### config.mk
export PLATFORM = sky130hd
export DESIGN_NAME = ripple_timer
export DESIGN_NICKNAME = d
export VERILOG_FILES = /design/src/ripple_timer_pkg.sv /design/src/pin_sync.sv /design/src/ripple_timer.sv
export SDC_FILE = /design/constraint.sdc
export NUM_CORES = 1
export LEC_CHECK = 0
export ABC_AREA = 1
export BUFFER_PORTS_ARGS = -buffer_cell sky130_fd_sc_hd__buf_2
export CAP_MARGIN = 10
export CELL_PAD_IN_SITES_DETAIL_PLACEMENT = 2
export CELL_PAD_IN_SITES_GLOBAL_PLACEMENT = 2
export CORE_ASPECT_RATIO = 1.2
export CORE_MARGIN = 3
export CORE_UTILIZATION = 32
export DETAILED_ROUTE_END_ITERATION = 10
export PLACE_DENSITY = 0.8
export SLEW_MARGIN = 30
export SYNTH_ARGS = -nofsm -noshare
export SYNTH_HDL_FRONTEND = slang
export SYNTH_SLANG_ARGS = --single-unit
export TNS_END_PERCENT = 5
### constraint.sdc
create_clock -name sys_clk -period 2 [get_ports sys_clk]
set_input_delay 0.3 -clock sys_clk [delete_from_list [all_inputs] [get_ports sys_clk]]
set_output_delay 0.3 -clock sys_clk [all_outputs]
set_load 0.1 [all_outputs]
### src/ripple_timer_pkg.sv
/*
  Shared constants and carriers for the programmable ripple timer.
  Assumes a single system clock domain; every pin but pulse_len is resynchronised
  before the timer core reads it.
*/
package ripple_timer_pkg;

  // Counter geometry
  localparam int unsigned STAGES      = 24;  // Stages in series
  localparam int unsigned SECT_W      = 8;   // Stages per test section
  localparam int unsigned SECTIONS    = 3;   // Sections in test mode
  localparam int unsigned SEL_W       = 4;   // Select code width
  localparam int unsigned IDX_W       = 5;   // Stage index width
  localparam logic [4:0]  LOW_SKIP    = 5'h08; // Stages skipped by default
  localparam int unsigned PULSE_W     = 16;  // Monostable counter width

  // Reset values and minimum pulse length
  localparam logic [23:0] STAGES_RST  = 24'h000000;
  localparam logic [15:0] PULSE_RST   = 16'h0000;
  localparam logic [15:0] PULSE_MIN   = 16'h0001; // Zero length is stretched

  // Pin group, one field per documented input
  typedef struct packed {
    logic       clock_input;      // Counting clock, falling edge active
    logic       set_in;           // Force output high, clear stages
    logic       reset_in;         // Force output low, clear stages
    logic       skip_low_stages;  // Low bypasses first eight stages, high selects from stage 1
    logic [3:0] stage_select;     // Stage select code
    logic       count_hold;       // Freeze counter
    logic       oscillator_stop;  // Stop oscillator drive
    logic       pulse_shaper_en;  // Monostable in use
  } pin_in_s;

  // Whole core state
  typedef struct packed {
    logic [23:0] stages;     // Counter flip-flops, bit 0 is stage 1
    logic        out;        // Output conditioning latch
    logic        pend;       // Set released, waiting for first fall
    logic        clk_prev;   // Last sampled clock level
    logic        osc_run;    // Oscillator drive enabled
    logic        drive_a;    // Buffered clock copy, idles low
    logic        drive_b;    // Buffered clock copy, idles high
    logic        test;       // Parallel section mode active
    logic [15:0] pulse_cnt;  // Monostable cycles left
  } state_s;

endpackage : ripple_timer_pkg

### src/pin_sync.sv
/*
  Two-flop synchroniser for a bundle of asynchronous pins.
  Assumes its reset is already synchronous to clk; the first flop is
  read only by the second.
*/
`timescale 1ns/100ps
module pin_sync #(
  parameter int unsigned WIDTH = 1  // Bits in the bundle
) (
  input  wire logic             sys_clk,
  input  wire logic             rst_b,
  input  wire logic [WIDTH-1:0] async_in,
  output logic      [WIDTH-1:0] sync_out
);

  logic [WIDTH-1:0] meta_q;  // First stage, may go metastable

  // Two flops in series, cleared to a constant on reset
  always_ff @(posedge sys_clk or negedge rst_b)
  begin
    if (!rst_b)
    begin
      meta_q   <= '0;
      sync_out <= '0;
    end
    else
    begin
      meta_q   <= async_in;
      sync_out <= meta_q;
    end
  end

endmodule : pin_sync

### src/ripple_timer.sv
/*
  Programmable 24-stage ripple timer core with stage select, set/reset,
  count hold, oscillator stop, monostable output and parallel test mode.
  Assumes sys_clk runs far faster than clock_input so every falling
  edge of clock_input is seen; all pins are asynchronous to sys_clk.
*/
//
// Behaviour
// - Select code picks stage 9-24 or 1-16
// - Free-run output divides clock by 2^n
// - Both drives carry undivided clock copy
// - Test mode counts three sections in parallel
// - 255 test edges leave all ones
// - Next normal edge ripples all ones to zero
// - Set rising edge drives output high
// - Count hold freezes counter and output outside test mode, except monostable timeout
// - First fall after set drops output
// - Reset high clears; low lets counting run
// - Monostable output rises on edge 2^n/2
// - Monostable pulses recur every 2^n periods
// - Oscillator stays stopped while reset high
// - Output low 2^n/2 periods after reset
// - Power-up output value not assumed
// - Reset rising edge drives output low
// - Set forces high, clears, counts second fall
// - Reset forces low, clears, stops oscillator
// - Monostable off means output follows stage
// - Skip, set and reset high enter test
`timescale 1ns/100ps
module ripple_timer #(
  parameter int unsigned PULSE_W = ripple_timer_pkg::PULSE_W  // Pulse counter width
) (
  input  wire logic               sys_clk,
  input  wire logic               rst_b,
  input  wire logic               clock_input,
  input  wire logic               set_in,
  input  wire logic               reset_in,
  input  wire logic               skip_low_stages,
  input  wire logic [3:0]         stage_select,
  input  wire logic               count_hold,
  input  wire logic               oscillator_stop,
  input  wire logic               pulse_shaper_en,
  input  wire logic [PULSE_W-1:0] pulse_len,
  output logic                    timer_output,
  output logic                    osc_drive_a,
  output logic                    osc_drive_b,
  output logic                    test_active
);

  // Stage number minus one for the given select inputs
  function automatic logic [4:0] sel_idx(input logic skip, input logic [3:0] code);
    sel_idx = skip ? {1'b0, code} : 5'({1'b0, code} + ripple_timer_pkg::LOW_SKIP);
  endfunction : sel_idx

  logic [1:0]                 rst_sq;   // Reset release synchroniser
  logic                       rst_s_b;  // Synchronous reset copy
  ripple_timer_pkg::pin_in_s  pin_raw;  // Pins as they arrive
  ripple_timer_pkg::pin_in_s  pin;      // Pins after two flops
  ripple_timer_pkg::state_s   st_q;     // Registered state
  ripple_timer_pkg::state_s   st_d;     // Next state
  logic [4:0]                 idx;      // Selected stage index
  logic                       fall;     // Falling edge of clock_input
  logic                       test_now; // Test mode condition
  logic                       hold;     // Counting frozen
  logic [PULSE_W-1:0]         plen;     // Pulse length, at least one

  // Release reset through two flops; assertion stays asynchronous
  always_ff @(posedge sys_clk or negedge rst_b)
  begin
    if (!rst_b)
      rst_sq <= 2'h0;
    else
      rst_sq <= {rst_sq[0], 1'b1};
  end
  assign rst_s_b = rst_sq[1];

  // Pack pins for the synchroniser
  assign pin_raw = '{clock_input, set_in, reset_in, skip_low_stages, stage_select,
                     count_hold, oscillator_stop, pulse_shaper_en};

  pin_sync #(
    .WIDTH    ($bits(ripple_timer_pkg::pin_in_s))
  ) u_pin_sync (
    .sys_clk  (sys_clk),
    .rst_b    (rst_s_b),
    .async_in (pin_raw),
    .sync_out (pin)
  );

  // Decoded conditions shared by next-state logic and checks
  assign idx      = sel_idx(pin.skip_low_stages, pin.stage_select);
  assign fall     = st_q.clk_prev & ~pin.clock_input;
  assign test_now = pin.skip_low_stages & pin.set_in & pin.reset_in;
  // Oscillator stop also freezes the count with an external clock
  assign hold     = pin.count_hold | pin.oscillator_stop;
  assign plen     = (pulse_len == '0) ? PULSE_W'(ripple_timer_pkg::PULSE_MIN) : pulse_len;

  // Next state; set and reset act as levels, so their rising edges are covered
  always_comb
  begin
    st_d          = st_q;
    st_d.clk_prev = pin.clock_input;
    st_d.test     = test_now;
    // Set or reset hold the oscillator still for standby
    st_d.osc_run  = ~pin.set_in & ~pin.reset_in & ~pin.oscillator_stop;
    // Undivided copy; stopped drive parks a low, b high
    st_d.drive_a  = st_d.osc_run & pin.clock_input;
    st_d.drive_b  = ~st_d.osc_run | pin.clock_input;
    if (test_now)
    begin
      // Sections clock in parallel, each wraps on its own
      if (fall)
      begin
        for (int s = 0; s < ripple_timer_pkg::SECTIONS; s++)
          st_d.stages[s*8 +: 8] = st_q.stages[s*8 +: 8] + 8'h01;
      end
      st_d.out       = st_d.stages[idx];
      st_d.pend      = 1'b0;
      st_d.pulse_cnt = '0;
    end
    else if (pin.reset_in)
    begin
      // Reset wins over set outside test mode
      st_d.stages    = ripple_timer_pkg::STAGES_RST;
      st_d.out       = 1'b0;
      st_d.pend      = 1'b0;
      st_d.pulse_cnt = '0;
    end
    else if (pin.set_in)
    begin
      st_d.stages    = ripple_timer_pkg::STAGES_RST;
      st_d.out       = 1'b1;
      st_d.pend      = 1'b1;
      st_d.pulse_cnt = '0;
    end
    else
    begin
      // Monostable timeout runs on the system clock
      if (pin.pulse_shaper_en && st_q.pulse_cnt != '0)
      begin
        st_d.pulse_cnt = st_q.pulse_cnt - PULSE_W'(1);
        if (st_q.pulse_cnt == PULSE_W'(1))
          st_d.out = 1'b0;
      end
      if (fall && !hold)
      begin
        if (st_q.pend)
        begin
          // First fall after set only drops the output
          st_d.out       = 1'b0;
          st_d.pend      = 1'b0;
          st_d.pulse_cnt = '0;
        end
        else
        begin
          // Ripple carry, all ones wraps to zero
          st_d.stages = st_q.stages + 24'h000001;
          if (!pin.pulse_shaper_en)
            st_d.out = st_d.stages[idx];
          else if (st_d.stages[idx] && !st_q.stages[idx])
          begin
            // Rising stage fires a fresh pulse
            st_d.out       = 1'b1;
            st_d.pulse_cnt = plen;
          end
        end
      end
    end
  end

  // One register for all state; out resets low, power-up value is not relied on
  always_ff @(posedge sys_clk or negedge rst_s_b)
  begin
    if (!rst_s_b)
    begin
      st_q           <= '0;
      st_q.pulse_cnt <= ripple_timer_pkg::PULSE_RST;
    end
    else
      st_q <= st_d;
  end

  // Outputs straight from state flops
  assign timer_output = st_q.out;
  assign osc_drive_a  = st_q.drive_a;
  assign osc_drive_b  = st_q.drive_b;
  assign test_active  = st_q.test;

  // Counting step outside set, reset and test
  logic run_step;  // Helper for checks
  assign run_step = fall & ~hold & ~pin.set_in & ~pin.reset_in & ~test_now;

  property p_reset_clear;
    @(posedge sys_clk) disable iff (!rst_s_b)
    (pin.reset_in && !test_now) |=> (!timer_output && st_q.stages == '0);
  endproperty
  a_reset_clear: assert property (p_reset_clear)
    else $error("reset did not clear output and stages");

  property p_set_force;
    @(posedge sys_clk) disable iff (!rst_s_b)
    (pin.set_in && !pin.reset_in) |=> (timer_output && st_q.stages == '0 && st_q.pend);
  endproperty
  a_set_force: assert property (p_set_force)
    else $error("set did not force output high");

  property p_hold_freeze;
    @(posedge sys_clk) disable iff (!rst_s_b)
    (hold && !pin.set_in && !pin.reset_in && !test_now) |=> $stable(st_q.stages);
  endproperty
  a_hold_freeze: assert property (p_hold_freeze)
    else $error("counter moved while held");

  property p_drive_copy;
    @(posedge sys_clk) disable iff (!rst_s_b)
    st_d.osc_run |=> (osc_drive_a == $past(pin.clock_input) && osc_drive_b == osc_drive_a);
  endproperty
  a_drive_copy: assert property (p_drive_copy)
    else $error("drive outputs do not copy the clock");

  property p_osc_stop;
    @(posedge sys_clk) disable iff (!rst_s_b)
    pin.reset_in |=> (!osc_drive_a && osc_drive_b && !st_q.osc_run);
  endproperty
  a_osc_stop: assert property (p_osc_stop)
    else $error("oscillator ran during reset");

  property p_test_parallel;
    @(posedge sys_clk) disable iff (!rst_s_b)
    (test_now && fall) |=> (st_q.stages[7:0] == 8'($past(st_q.stages[7:0]) + 8'h01)
                            && st_q.stages[15:8] == 8'($past(st_q.stages[15:8]) + 8'h01)
                            && st_q.stages[23:16] == 8'($past(st_q.stages[23:16]) + 8'h01));
  endproperty
  a_test_parallel: assert property (p_test_parallel)
    else $error("test sections did not step together");

  property p_select_follow;
    @(posedge sys_clk) disable iff (!rst_s_b)
    (run_step && !st_q.pend && !pin.pulse_shaper_en) |=>
      (timer_output == st_q.stages[$past(idx)]);
  endproperty
  a_select_follow: assert property (p_select_follow)
    else $error("output does not follow selected stage");

  property p_ripple_zero;
    @(posedge sys_clk) disable iff (!rst_s_b)
    (run_step && !st_q.pend && st_q.stages == 24'hffffff) |=> (st_q.stages == '0);
  endproperty
  a_ripple_zero: assert property (p_ripple_zero)
    else $error("all ones did not ripple to zero");

  property p_first_fall;
    @(posedge sys_clk) disable iff (!rst_s_b)
    (run_step && st_q.pend) |=> (!timer_output && !st_q.pend && st_q.stages == '0);
  endproperty
  a_first_fall: assert property (p_first_fall)
    else $error("first fall after set did not drop output");

  property p_pulse_start;
    @(posedge sys_clk) disable iff (!rst_s_b)
    (run_step && !st_q.pend && pin.pulse_shaper_en && st_d.stages[idx] && !st_q.stages[idx])
      |=> (timer_output && st_q.pulse_cnt == $past(plen));
  endproperty
  a_pulse_start: assert property (p_pulse_start)
    else $error("monostable pulse did not load its length");

  // Last cycle of a pulse drops the output unless a fresh rise reloads it
  property p_pulse_end;
    @(posedge sys_clk) disable iff (!rst_s_b)
    (pin.pulse_shaper_en && st_q.pulse_cnt == PULSE_W'(1) && !pin.set_in && !pin.reset_in
      && !test_now && !(st_d.stages[idx] && !st_q.stages[idx])) |=> !timer_output;
  endproperty
  a_pulse_end: assert property (p_pulse_end)
    else $error("monostable pulse did not end");

  // Test mode output tracks the selected section bit
  property p_test_out;
    @(posedge sys_clk) disable iff (!rst_s_b)
    test_now |=> (timer_output == st_q.stages[$past(idx)]);
  endproperty
  a_test_out: assert property (p_test_out)
    else $error("test output does not follow stage");

  // Idle monostable keeps its output between pulses
  property p_mono_idle;
    @(posedge sys_clk) disable iff (!rst_s_b)
    (pin.pulse_shaper_en && st_q.pulse_cnt == '0 && !run_step && !pin.set_in
      && !pin.reset_in && !test_now) |=> $stable(timer_output);
  endproperty
  a_mono_idle: assert property (p_mono_idle)
    else $error("monostable output moved while idle");

  c_test_full: cover property (@(posedge sys_clk) disable iff (!rst_s_b)
    test_now && st_q.stages == 24'hffffff);
  c_mono_pulse: cover property (@(posedge sys_clk) disable iff (!rst_s_b)
    pin.pulse_shaper_en && $fell(timer_output));
  c_set_count: cover property (@(posedge sys_clk) disable iff (!rst_s_b)
    run_step && st_q.pend ##[1:200] run_step && !st_q.pend);
  c_wrap: cover property (@(posedge sys_clk) disable iff (!rst_s_b)
    run_step && st_q.stages == 24'hffffff);
  c_hold_fall: cover property (@(posedge sys_clk) disable iff (!rst_s_b)
    fall && pin.count_hold && !pin.set_in && !pin.reset_in);

endmodule : ripple_timer

==> results.json <==
{
  "clock_path_buffers": 2,
  "worstPathCellList": "nor2_1 -> nand2_1 -> nor4_2 -> nand4_1 -> nand2_1 -> inv_1 -> o21ai_0 -> nand2_1 -> o211ai_1 -> nand2_1",
  "cts.sink_count": 70,
  "die-area_um2": 17300,
  "worst_setup_path_start_kind": "register",
  "layoutNonFillerInstCount": 1117,
  "antenna_left": 0,
  "timing.fmax_mhz": 318,
  "synth_nets": 747,
  "path_max_fanout": 4,
  "timing.max_slew.rel_slack_pct": 42.4,
  "status": "finished, violations left",
  "grt.total_usage_pct": 39.3,
  "finalNetCount": 944,
  "clk_latency_ps": 380,
  "clk_root_buffer_cell": "sky130_fd_sc_hd__clkbuf_16",
  "dieHeight_um": 143,
  "dp.final_hpwl_mm": 20.1,
  "postLayoutCellArea_um2": 7760,
  "clock_tree_from_tritoncts": "built",
  "core_area_um2": 15200,
  "cpLargestDelayFamily": "simple AND/OR/NAND/NOR gates",
  "critical_path_buffer_and_inverter_count": 1,
  "violations": "setup timing",
  "synthDominantAreaCellType": "sky130_fd_sc_hd__dfrtp_1",
  "synth-adder-area-share_pct": 1.74,
  "worst_clock_skew_ps": 21.4,
  "synthSimpleGateAreaFrac_pct": 36.7,
  "finalCritPeriodShare_pct": 157,
  "detailroute.via_count": 7124,
  "std_cell_rows": 49,
  "synth_top_cells_by_count": "sky130_fd_sc_hd__nand2_1 (169), sky130_fd_sc_hd__nand3_1 (77), sky130_fd_sc_hd__dfrtp_1 (70), sky130_fd_sc_hd__nor2_1 (65), sky130_fd_sc_hd__inv_1 (60)",
  "postSynth.asyncResetShare_pct": 100,
  "grt_pass1_vias": 7643,
  "gp_routability_congestion": 0.893,
  "synth.area.mux_share_pct": 0,
  "area_fraction_in_compound_gates_after_synthesis_pct": 14.1,
  "antenna_cells_inserted": 0,
  "whs_ps": 26.2,
  "effective_utilization_at_floorplan_pct": 33.1,
  "critPathMostFrequentCell": "sky130_fd_sc_hd__nand2_1",
  "dr.first_iter.drc_count": 659,
  "synth_top_family_by_area": "simple AND/OR/NAND/NOR gates",
  "antenna_found_initial": 0,
  "final_setup_vio_count": 37,
  "crit_path_max_incr_delay_ps": 480,
  "synth_flop_cell": "sky130_fd_sc_hd__dfrtp_1",
  "register_area_um2": 1770,
  "synth_top_area_share_pct": 34.8,
  "gr-total-overflow": 0,
  "max_slew.worst_pin.slew_ps": 861,
  "largest_net_degree_at_the_start_of_global_routing": 69,
  "clock_tree.htree_level_count": 3,
  "cellPowerDensity_nw_per_um2": 910,
  "mappedNetlistArea_um2": 5030,
  "layout-area-overhead-vs-synth_pct": 54.4,
  "cp.required_ps": 2220,
  "vias_per_cell": 6.38,
  "multi_input_comb_area_um2": 3490,
  "synth.area.top_cells": "sky130_fd_sc_hd__dfrtp_1 (35%), sky130_fd_sc_hd__nand2_1 (13%), sky130_fd_sc_hd__nand3_1 (7.7%)",
  "totalWireLength_mm": 39.6,
  "synth_cells": 711,
  "port-buffer-count": 32,
  "critical_path_arrival_ps": 3360,
  "fraction_of_final_layout_cells_with_drive_strength_greater_than_1_pct": 47.2,
  "synth-edff-count": 0,
  "firstDrtPassIters": 5,
  "synth-xor-area-share_pct": 4.53,
  "setup.worst_path.end_class": "register",
  "hold_class": "input pin to register",
  "netlist-cell-type-count": 41,
  "timing.final.ws_setup_ps": -1140,
  "total_leakage_power_uw": 0.00356,
  "route.detailed.wl_per_inst_um": 35.5,
  "die_x_um": 120,
  "syn_area_per_cell_um2": 7.07,
  "yosys.cell_count.top_type": "sky130_fd_sc_hd__nand2_1",
  "timing.critical_path.slowest_stage_cell": "sky130_fd_sc_hd__nor4_2",
  "setup_tns_ps": -16140,
  "ys_warn_count": 0,
  "ys_seq_area_share_pct": 34.8,
  "cts_made_buffers": 9,
  "clk_pin_slew_worst_paths_ps": 80,
  "grt_first_pass_wirelength_mm": 50.2,
  "boundaryPins": 33,
  "place.detailed.instances": 1075,
  "vdd.ir_drop.worst_mv": 0.450,
  "placedInstanceArea_um2": 6590,
  "ys_seq_elements": 70,
  "report.final.hold_viol_count": 0,
  "timing_max_transition_violations_final": 0,
  "cap_violations": 0,
  "path_class": "register to register",
  "post-route-min-period_ps": 3140,
  "grt_setup_unrepaired": "true",
  "fillCellCount": 1695,
  "drcViolationCount": 0
}
==> power by group <==
part	switching (uW)	internal [uW]	leakage [uW]	total [uW]
Clock	898	878	0.000141	1780
Sequential	245	1580	0.000871	1820
Combinational	2380	1090	0.00255	3470
Total	3520	3550	0.00356	7070
==> cell families (layout without fill, tap and decap cells) <==
kind of cell             after synthesis  in the layout
AO/OA/AOI/OAI                        120            120
XOR/XNOR                              26             26
adder cells (fa/ha/maj)                7              7
buffers and inverters                 96            298
flip-flops                            70             70
other                                  1              1
AND/OR/NAND/NOR                      391            391
==> per-stage QoR <==
stage / setup WS (ps) / power, uW / util (%)
after floorplan: -90.7 / 3220 / -
after global placement: -320 / 4010 / 43.3
after detailed placement: -590 / 4350 / 43.3
after CTS: -380 / 6200 / 48.5
after global routing: -1010 / 7150 / 51.1
final: -1140 / 7070 / 51.1
==> final timing paths <==
path                       slack (ps)                endpoint  cells after the start       from
setup / recovery                -1140                st_q[14]                     10   st_q[11]
hold / removal                     30    u_pin_sync.meta_q[9]                      1     set_in
setup reg to reg                -1140                st_q[14]                     10   st_q[11]
hold reg to reg                   310  u_pin_sync.sync_out[4]                      1  rst_sq[1]
max in group asynchronous        1320                st_q[37]                      1  rst_sq[1]
min in group asynchronous         280               rst_sq[0]                      2      rst_b
==> worst register-to-register path: stages (launching register included) <==
cell	delay, ps
sky130_fd_sc_hd__dfrtp_1	440
sky130_fd_sc_hd__nor2_1	280
sky130_fd_sc_hd__nand2_1	160
sky130_fd_sc_hd__nor4_2	480
sky130_fd_sc_hd__nand4_1	310
sky130_fd_sc_hd__nand2_1	250
sky130_fd_sc_hd__inv_1	140
sky130_fd_sc_hd__o21ai_0	430
sky130_fd_sc_hd__nand2_1	180
sky130_fd_sc_hd__o211ai_1	170
sky130_fd_sc_hd__nand2_1	150
==> layout by cell type (no fill, tap or decap), types with 13 or more instances in the layout <==
| master | instances |
|---|---|
| sky130_fd_sc_hd__o21ai_2 | 13 |
| sky130_fd_sc_hd__dfrtp_1 | 57 |
| sky130_fd_sc_hd__nand2_1 | 127 |
| sky130_fd_sc_hd__inv_1 | 58 |
| sky130_fd_sc_hd__nand2_2 | 52 |
| sky130_fd_sc_hd__dfrtp_2 | 13 |
| sky130_fd_sc_hd__nand3_2 | 29 |
| sky130_fd_sc_hd__nand3_1 | 49 |
| sky130_fd_sc_hd__nor2_2 | 19 |
| sky130_fd_sc_hd__nor2_4 | 18 |
| sky130_fd_sc_hd__a31oi_1 | 16 |
| sky130_fd_sc_hd__buf_4 | 162 |
| sky130_fd_sc_hd__xor2_1 | 17 |
| sky130_fd_sc_hd__buf_2 | 32 |
| sky130_fd_sc_hd__a21oi_1 | 18 |
| sky130_fd_sc_hd__o21ai_0 | 37 |
| sky130_fd_sc_hd__nor2_1 | 44 |
==> timing repair <==
item / 4_1_cts / 5_1_grt
pin swaps: 32 / 41
endpoints found under the hold margin: 2 / 0
resized for setup: 90 / 93
hold buffers: 1 / 0
buffers inserted: 15 / 10
setup endpoints to repair: 41 / 41
==> layout make-up <==
class / count / area share [%]
inverters: 68 / 3.45
repair buffers: 214 / 21.8
flip-flops and latches: 70 / 22.8
well taps: 204 / 3.29
multi-input cells: 545 / 44.9
clock buffers: 9 / 2.90
clock inverters: 7 / 0.838
==> state kept, by name, indices dropped and copies added, names as in the netlist <==
name / count
osc_drive_b: 1
u_pin_sync.meta_q: 11
st_q: 42
timer_output: 1
test_active: 1
u_pin_sync.sync_out: 11
rst_sq: 2
osc_drive_a: 1
==> per-layer routing <==
metal  part of all wire [%]  wire length, um  up-vias  GRT usage (%)
met3                    6.9             2730      295           7.95
met2                     48            19100      512           71.4
met4                     11             4230        0           23.9
li1                       -                -     2730              -
met5                      0                0        -              0
met1                     34            13500     3587           41.9
Power figures use the tool's default switching activity.
